## src/pkg/pt_pkg.sv

```systemverilog
package pt_pkg;

    // Register indices on the plain register port
    localparam logic [2:0] ADDR_COUNT  = 3'h0;
    localparam logic [2:0] ADDR_PERIOD = 3'h1;
    localparam logic [2:0] ADDR_CTRL   = 3'h2;
    localparam logic [2:0] ADDR_FLAG   = 3'h3;
    localparam logic [2:0] ADDR_ENABLE = 3'h4;

    // System oscillator rate and instruction clock division
    localparam int         CLK_HZ      = 20000000;
    localparam int         INST_DIV    = 4;
    localparam logic [1:0] PHASE_LAST  = 2'(INST_DIV - 1);

    // Control register fields
    localparam int PRE_LSB   = 0;
    localparam int PRE_MSB   = 1;
    localparam int ON_BIT    = 2;
    localparam int POST_LSB  = 3;
    localparam int POST_MSB  = 6;
    localparam int CTRL_MSB  = 6;

    // Match flag and its enable share this bit position
    localparam int FLAG_BIT  = 1;

    // Prescaler terminal counts for ratios 1, 4, 16, 64
    localparam logic [5:0] PRE_LIM_1  = 6'h00;
    localparam logic [5:0] PRE_LIM_4  = 6'h03;
    localparam logic [5:0] PRE_LIM_16 = 6'h0F;
    localparam logic [5:0] PRE_LIM_64 = 6'h3F;

    // Reset values
    localparam logic [7:0] COUNT_RST  = 8'h00;
    localparam logic [7:0] PERIOD_RST = 8'hFF;
    localparam logic [6:0] CTRL_RST   = 7'h00;
    localparam logic [7:0] DATA_ZERO  = 8'h00;

    typedef struct packed {
        logic       sleepMeta;
        logic       sleepSync;
        logic [1:0] phase;
        logic [5:0] pre;
        logic [3:0] post;
        logic [7:0] count;
        logic [7:0] period;
        logic [6:0] ctrl;
        logic       flag;
        logic       enable;
        logic       matchOut;
        logic [7:0] rdata;
    } pt_state_s;

endpackage

```

## src/design/pt_timer.sv

```systemverilog
// How it works
// - Timer clock is the instruction tick, one in four system clocks.
// - Count register steps by one from zero on each prescaled tick.
// - Control bits 1-0 pick prescale ratio 1, 4, 16 or 64.
// - Count compared with period each timer tick; equality gives match output.
// - On match the count returns to zero and the postscaler advances.
// - Reset clears the count and sets the period to all ones.
// - Count or control writes and every reset clear prescaler and postscaler.
// - A control write leaves the count value untouched.
// - Software reads and writes count and period at any time.
// - Four-bit postscaler counts matches and then latches the match flag.
// - Control bits 6-3 value n selects postscale ratio n plus one.
// - Flag at bit 1 of flag register, enable at bit 1 of enable register.
// - Match output is synchronous to the system clock.
// - During sleep the timer stops; count and period keep their values.
// - Control bit 2 runs the timer; bit 7 reads zero.
`timescale 1ns/1ps
module pt_timer (
    input  wire logic       clk,         // System oscillator, 20 MHz
    input  wire logic       reset_n,     // Asynchronous reset, active low
    input  wire logic [2:0] addr,        // Register index
    input  wire logic [7:0] wdata,       // Write data
    input  wire logic       wrEn,        // Write strobe
    input  wire logic       rdEn,        // Read strobe
    output logic      [7:0] rdata,       // Read data, cycle after strobe
    input  wire logic       sleepReq,    // Processor sleep level
    output logic            periodMatch, // One-cycle match pulse
    output logic            irq          // Level interrupt request
);

    logic                rstMeta;
    logic                rstN;
    pt_pkg::pt_state_s   s;
    pt_pkg::pt_state_s   next_s;
    logic                instTick;
    logic                run;
    logic [5:0]          preLim;
    logic                timerTick;
    logic                isMatch;
    logic                setFlag;
    logic                wrCount;
    logic                wrCtrl;
    logic                rdFlag;
    logic                wrPeriod;
    logic                wrEnable;
    logic                rdCount;
    logic                rdPeriod;
    logic                rdCtrl;
    logic                rdEnable;

    // Reset released through two flops so every flop leaves reset together
    always_ff @(posedge clk or negedge reset_n) begin
        if (!reset_n) begin
            rstMeta <= 1'b0;
            rstN    <= 1'b0;
        end else begin
            rstMeta <= 1'b1;
            rstN    <= rstMeta;
        end
    end

    assign run       = s.ctrl[pt_pkg::ON_BIT] && !s.sleepSync;
    assign instTick  = (s.phase == pt_pkg::PHASE_LAST);
    assign timerTick = run && instTick && (s.pre == preLim);
    assign isMatch   = (s.count == s.period);
    assign setFlag   = timerTick && isMatch
                       && (s.post == s.ctrl[pt_pkg::POST_MSB:pt_pkg::POST_LSB]);
    assign wrCount   = wrEn && (addr == pt_pkg::ADDR_COUNT);
    assign wrCtrl    = wrEn && (addr == pt_pkg::ADDR_CTRL);
    assign rdFlag    = rdEn && (addr == pt_pkg::ADDR_FLAG);
    assign wrPeriod  = wrEn && (addr == pt_pkg::ADDR_PERIOD);
    assign wrEnable  = wrEn && (addr == pt_pkg::ADDR_ENABLE);
    assign rdCount   = rdEn && (addr == pt_pkg::ADDR_COUNT);
    assign rdPeriod  = rdEn && (addr == pt_pkg::ADDR_PERIOD);
    assign rdCtrl    = rdEn && (addr == pt_pkg::ADDR_CTRL);
    assign rdEnable  = rdEn && (addr == pt_pkg::ADDR_ENABLE);

    always_comb begin
        case (s.ctrl[pt_pkg::PRE_MSB:pt_pkg::PRE_LSB])
            2'h0:    preLim = pt_pkg::PRE_LIM_1;
            2'h1:    preLim = pt_pkg::PRE_LIM_4;
            2'h2:    preLim = pt_pkg::PRE_LIM_16;
            default: preLim = pt_pkg::PRE_LIM_64;
        endcase
    end

    always_comb begin
        next_s           = s;
        next_s.sleepMeta = sleepReq;
        next_s.sleepSync = s.sleepMeta;
        next_s.matchOut  = 1'b0;
        next_s.rdata     = pt_pkg::DATA_ZERO;

        // Phase frozen while stopped so a restart resumes the part-done tick
        if (run) begin
            next_s.phase = s.phase + 2'h1;
        end
        if (run && instTick) begin
            if (timerTick) begin
                next_s.pre = 6'h00;
            end else begin
                next_s.pre = s.pre + 6'h01;
            end
        end

        if (timerTick) begin
            if (isMatch) begin
                next_s.count    = pt_pkg::COUNT_RST;
                next_s.matchOut = 1'b1;
                if (setFlag) begin
                    next_s.post = 4'h0;
                end else begin
                    next_s.post = s.post + 4'h1;
                end
            end else begin
                next_s.count = s.count + 8'h01;
            end
        end

        // Software writes override the timer in the same cycle
        if (wrCount) begin
            next_s.count = wdata;
            next_s.pre   = 6'h00;
            next_s.post  = 4'h0;
        end else if (wrPeriod) begin
            next_s.period = wdata;
        end else if (wrCtrl) begin
            next_s.ctrl  = wdata[pt_pkg::CTRL_MSB:0];
            next_s.count = s.count;
            next_s.pre   = 6'h00;
            next_s.post  = 4'h0;
        end else if (wrEnable) begin
            next_s.enable = wdata[pt_pkg::FLAG_BIT];
        end

        if (rdEn) begin
            if (addr == pt_pkg::ADDR_COUNT) begin
                next_s.rdata = s.count;
            end else if (addr == pt_pkg::ADDR_PERIOD) begin
                next_s.rdata = s.period;
            end else if (addr == pt_pkg::ADDR_CTRL) begin
                next_s.rdata = {1'b0, s.ctrl};
            end else if (addr == pt_pkg::ADDR_FLAG) begin
                next_s.rdata[pt_pkg::FLAG_BIT] = s.flag;
            end else if (addr == pt_pkg::ADDR_ENABLE) begin
                next_s.rdata[pt_pkg::FLAG_BIT] = s.enable;
            end
        end

        // Reading the flag register clears it; a flag set by the postscaler in the same cycle wins
        if (rdFlag) begin
            next_s.flag = 1'b0;
        end
        if (setFlag) begin
            next_s.flag = 1'b1;
        end
    end

    always_ff @(posedge clk or negedge rstN) begin
        if (!rstN) begin
            s           <= '0;
            s.count     <= pt_pkg::COUNT_RST;
            s.period    <= pt_pkg::PERIOD_RST;
            s.ctrl      <= pt_pkg::CTRL_RST;
            s.pre       <= 6'h00;
            s.post      <= 4'h0;
        end else begin
            s <= next_s;
        end
    end

    assign rdata       = s.rdata;
    assign periodMatch = s.matchOut;
    assign irq         = s.flag && s.enable;
endmodule

```

## config.mk

```make
export PLATFORM = sky130hd
export DESIGN_NAME = pt_timer
export DESIGN_NICKNAME = d
export VERILOG_FILES = /design/src/pkg/pt_pkg.sv /design/src/design/pt_timer.sv
export SDC_FILE = /design/constraint.sdc
export NUM_CORES = 1
export LEC_CHECK = 0
export BUFFER_PORTS_ARGS = -buffer_cell sky130_fd_sc_hd__buf_2
export CORE_ASPECT_RATIO = 0.8
export CORE_MARGIN = 1
export CORE_UTILIZATION = 40
export DETAILED_ROUTE_END_ITERATION = 7
export PLACE_DENSITY = 0.66
export SLEW_MARGIN = 20
export SYNTH_ARGS = -nofsm -noshare
export SYNTH_HDL_FRONTEND = slang
export SYNTH_SLANG_ARGS = --single-unit
```

## constraint.sdc

```tcl
create_clock -name clk -period 2.78 [get_ports clk]
set_clock_uncertainty 0.05 [all_clocks]
set_input_delay 0.139 -clock clk [delete_from_list [all_inputs] [get_ports clk]]
set_output_delay 0.139 -clock clk [all_outputs]
set_load 0.005 [all_outputs]
```

* Yosys cells after proc, flatten, opt, wreduce, memory -nomap -nowiden
Index checks and enable logic that the tools add are counted.
Storage, ports and cells: bits of input ports 16, logic and storage cells 72, output and inout bits 10, register bits 50
Operators by class: add/subtract/negate cells 4, reduce and logical (&&, ||, !) cells 18, bitwise gates (word level) 3, mux-type cells 22, equal/unequal tests 11
Operator list (number):
- 18-bit two-way mux | 3
- 8-bit two-way mux | 4
- 6-bit one-hot mux with 3 select lines | 1
- 12-bit two-way mux | 1
- 6-bit two-way mux | 2
- 1-bit logical AND | 11
- 8-bit by 1-bit adder with 8-bit output, second input constant | 1
- 8-bit == test | 1
- 1-bit two-way mux | 8
- 4-bit two-way mux | 2
- 6-bit by 1-bit adder with 6-bit output, second input constant | 1
- 3-bit by 2-bit == test with 1-bit output, second input constant | 2
- 6-bit == test | 1
- 5-bit two-way mux | 1
- 4-bit by 1-bit adder with 4-bit output, second input constant | 1
- 2-bit == test, second input constant | 2
- 4-bit == test | 1
- 4-bit AND reduction | 1
- 3-bit by 1-bit == test with 1-bit output, second input constant | 1
- 3-bit == test, second input constant | 1
- 3-bit zero test | 1
- 3-bit by 2-bit != test with 1-bit output, second input constant | 1
- 1-bit NOT | 3
- 3-bit AND reduction | 1
- other kinds (6) | 6

* Logic depth before layout (Yosys ltp)
word-level depth 12, depth in mapped cells 7, mapped depth without buffers 6

* Worst setup path after synthesis
Ideal clock, no wire load.
path kind reg2reg, start point register s[38] (netlist name), end point register s[34] (netlist name), path buffers 0, data required time 2652 ps, setup time 78 ps, cell stages (with the launch flop) 6, clock period less this slack 2062 ps, setup slack 718 ps, arrival 1934 ps, path through dfrtp_1 > or4_4 > a211oi_2 > nand2_2 > or4_1 > a21oi_1
RTL lines:
- start: declaration | RTL line pt_timer.sv:33 | pt_pkg::pt_state_s s;
- start signal: assignment | RTL line pt_timer.sv:168 | s <= next_s;

==> summary.md <==
| Metric | Value |
|---|---|
| Run status | finished, final reports clean |
| Most frequent cells after synthesis | dfrtp_1 (42), nand2_1 (20), mux2_2 (18), o21ai_0 (18), nor2_1 (16) |
| Die X-Extent | 93.3 µm |
| Core footprint | 6410 µm² |
| Power after layout | 1790 µW |
| Instance count of the mapped netlist | 263 |
| Lkg Pwr | 0.00124 µW |
| Area growth, synth to finish | 9.14% |
| Met1 usage in global routing | 29.0% |
| Cell at the root of the clock tree | clkbuf_8 |
| Most area-consuming cells after synthesis | dfrtp_1 (39%), dfstp_2 (7.9%), mux2_2 (7.6%) |
| Worst Setup Path Type | register to register |
| # nets final | 298 |
| Htree depth | 2 |
| Reg2Reg Setup Slack | 0.43 ns |
| Mean Syn Cell Area | 10.2 µm² |
| Height of the die | 75.1 µm |
| Highest Clock Rate | 0.426 GHz |
| GRT Overall Usage | 18.5% |
| Fraction of the yosys area taken by sequential cells | 47.2% |
| Global-route wire length before repair | 9.80 mm |
| Number of resized instances in the post-cts repair step | 0 |
| Number of max-cap violations | 0 |
| Worst setup path startpoint | s[38]$_DFF_PN0_ |
| Worst Setup Slack post-DPL | 0.475 ns |
| Net Count, Synth | 283 |
| Proportion of netlist area held by the largest area contributor | 39.4% |
| Avg WL per Cell | 16.5 µm |
| Fraction of final layout cells sized beyond drive strength 1 | 24.0% |
| Worst reg2reg path depth | 5 |
| Num rows | 26 |
| Post-route cell area | 2910 µm² |
| Worst reg2reg endpoint | s[37]$_DFF_PN0_ |
| Vias per Instance | 5.63 |
| Final min period | 2.35 ns |
| Worst EP arrival | 2.49 ns |
| Number of antenna violations at the first check in global routing | 0 |
| Clock tree from TritonCTS | yes |
| Tightest hold margin | 0.0258 ns |
| RSZ-0062 raised after global routing | false |
| Multi-input gate area | 1280 µm² |
| Detailed-route via count | 2043 |
| Worst hold-check path type | input port to register |
| Final Max Slew Viols | 0 |
| Initial Utilization | 41.7% |
| Fraction of synthesis flops using an asynchronous set or reset pin | 100% |
| Die Footprint | 7010 µm² |
| Most repeated cell in the gate-level netlist after synthesis | dfrtp_1 |
| Gr ovfl total | 0 |
| Router iterations before antenna repair | 5 |
| Accumulated negative setup slack | 0 ns |
| GR Layer Usage met3 | 3.74% |
| Met2 demand-to-capacity share in global routing | 25.7% |
| Drt total wl | 5.97 mm |
| Worst vdd rail ir drop | 0.000287 V |
| Number of buffers added on ports | 25 |
| Antenna-violating nets left | 0 |
| Post-synthesis cell type count | 50 |
| Setup Viol. Count Final | 0 |
| Worst r2r src | s[38]$_DFF_PN0_ |
| Clock latency of the later-clocked register in the worst-skew pair | 0.30 ns |
| RD Place Congestion | 0.854 |
| Required time worst endpoint | 2.93 ns |
| Critical hold path startpoint | rdEn |
| Maximum clock path buffer count | 2 |
| Post-route clock period utilization | 84.4% |
| Clock-pin slew reported for the worst setup and hold paths after clock tree synthesis | 0.09 ns |
| Pin count of the biggest net entering global routing | 33 |
| Netlist area before placement | 2670 µm² |
| Largest driver fanout on the critical path | 17 |
| Biggest area consumer among synthesized cells | dfrtp_1 |
| Number of top-level pins | 26 |
| CTS sink cnt | 50 |
| N_diodes | 0 |
| Hold Fails Final Rpt | 0 |
| Final worst-path setup slack | 0.435 ns |
| DRC violations left | 0 |
| Worst setup SP type | register |
| Most heavily used metal layer in global routing | met1 |
| Count of state elements after synthesis | 50 |
| Filler cell count | 624 |
| Placed standard-cell area | 2810 µm² |
| Slew @ Worst Pin | 0.582 ns |
| Worst Hold Depth | 2 |
| DR iter-0 viols | 135 |
| Via count of the first global-routing pass | 1813 |
| Storage cell area | 1260 µm² |
| Capture endpoint of the worst hold path | rdata[1]$_DFF_PN0_ |
| Detailed Place HPWL | 4.15 mm |
| Relative slew margins | 61.1% |
| Category of the worst setup path capture point | register |
| Ratio of total power to cell area | 614 nW/µm² |
| EDFF count, synth | 0 |
| Number of buffers created by CTS | 5 |
| Main synth FF type | dfrtp_1 |
| Total of warnings raised by yosys | 0 |
| Number of buffers added for setup after CTS | 0 |
-- sequential cells by signal, summed over array words and instances, names as in the netlist --
signal / flops
rdata: 8
s: 38
next_s: 1
rstN: 1
periodMatch: 1
rstMeta: 1
-- metrics by stage --
stage          cells  util [%]
6_report         363      45.5
2_1_floorplan    263         -
3_3_place_gp     353      43.9
3_5_place_dp     353      43.9
5_1_grt          363      45.5
4_1_cts          363      45.5
-- layout by cell type (no fill, tap or decap), drive strengths merged, types with 3 or more instances in the layout --
cell	Yosys	routed
mux2i	5	5
ha	4	4
a21oi	7	7
nand4	7	7
a31oi	4	4
dfstp	8	8
dfrtp	42	42
o21ai	18	18
xnor2	9	9
nor2	16	16
nand2	21	21
mux2	18	18
nor3	8	8
clkbuf	12	8
a211oi	9	9
xor2	8	8
and2	5	5
nand3	8	8
or3	3	3
o211ai	3	3
buf	11	29
-- critical path, cell delays in order (launching register included) --
cell,delay (ns)
dfrtp_1,0.44
or4_4,0.55
a211oi_2,0.27
nand2_2,0.24
or3_1,0.45
o31ai_1,0.25
-- power breakdown --
part	internal, µW	leakage (µW)	switching (µW)
sequential	860	0.000622	144
clock	179	0.0000395	226
combinational	196	0.000577	186
total	1240	0.00124	555
-- final cells by class --
cell class	instances	share of cell area, %
multi-input cells	188	44.1
clock buffers	8	2.75
well taps	84	3.61
repair buffers	31	6.01
flip-flops and latches	50	43.3
inverters	2	0.258
-- what timing repair did --
item                       CTS  global route
hold endpoints to repair     3             0
setup endpoints to repair    0             0
hold buffers                 2             0
-- kinds of logic after synthesis --
family                     count (synthesis)  share of synthesized area, %
muxes                                     23                          9.47
xor gates and xnor gates                  17                          5.58
and+or+nand+nor                           86                          17.0
buffers and inverters                     25                          4.69
DFF                                       50                          47.2
AOI/OAI and AO/OA                         57                          14.1
adders and majority gates                  4                          1.87
other                                      1                         0.140
-- how the worst max path moves through the flow --
stage,endpoint,slack (ns),cells past startpoint
finish,s[37]$_DFF_PN0_,0.43,5
global route,s[37]$_DFF_PN0_,0.33,5
floorplan,s[34]$_DFF_PN0_,0.72,5
global placement,s[34]$_DFF_PN0_,0.52,5
CTS,s[37]$_DFF_PN0_,0.43,5
detailed placement,s[37]$_DFF_PN0_,0.47,5
-- per-layer routing --
metal,vias up,wire [µm]
li1,976,-
met1,997,3020
met2,63,2580
met3,7,330
met4,0,48
met5,-,0
(Power assumes the default switching activity.)
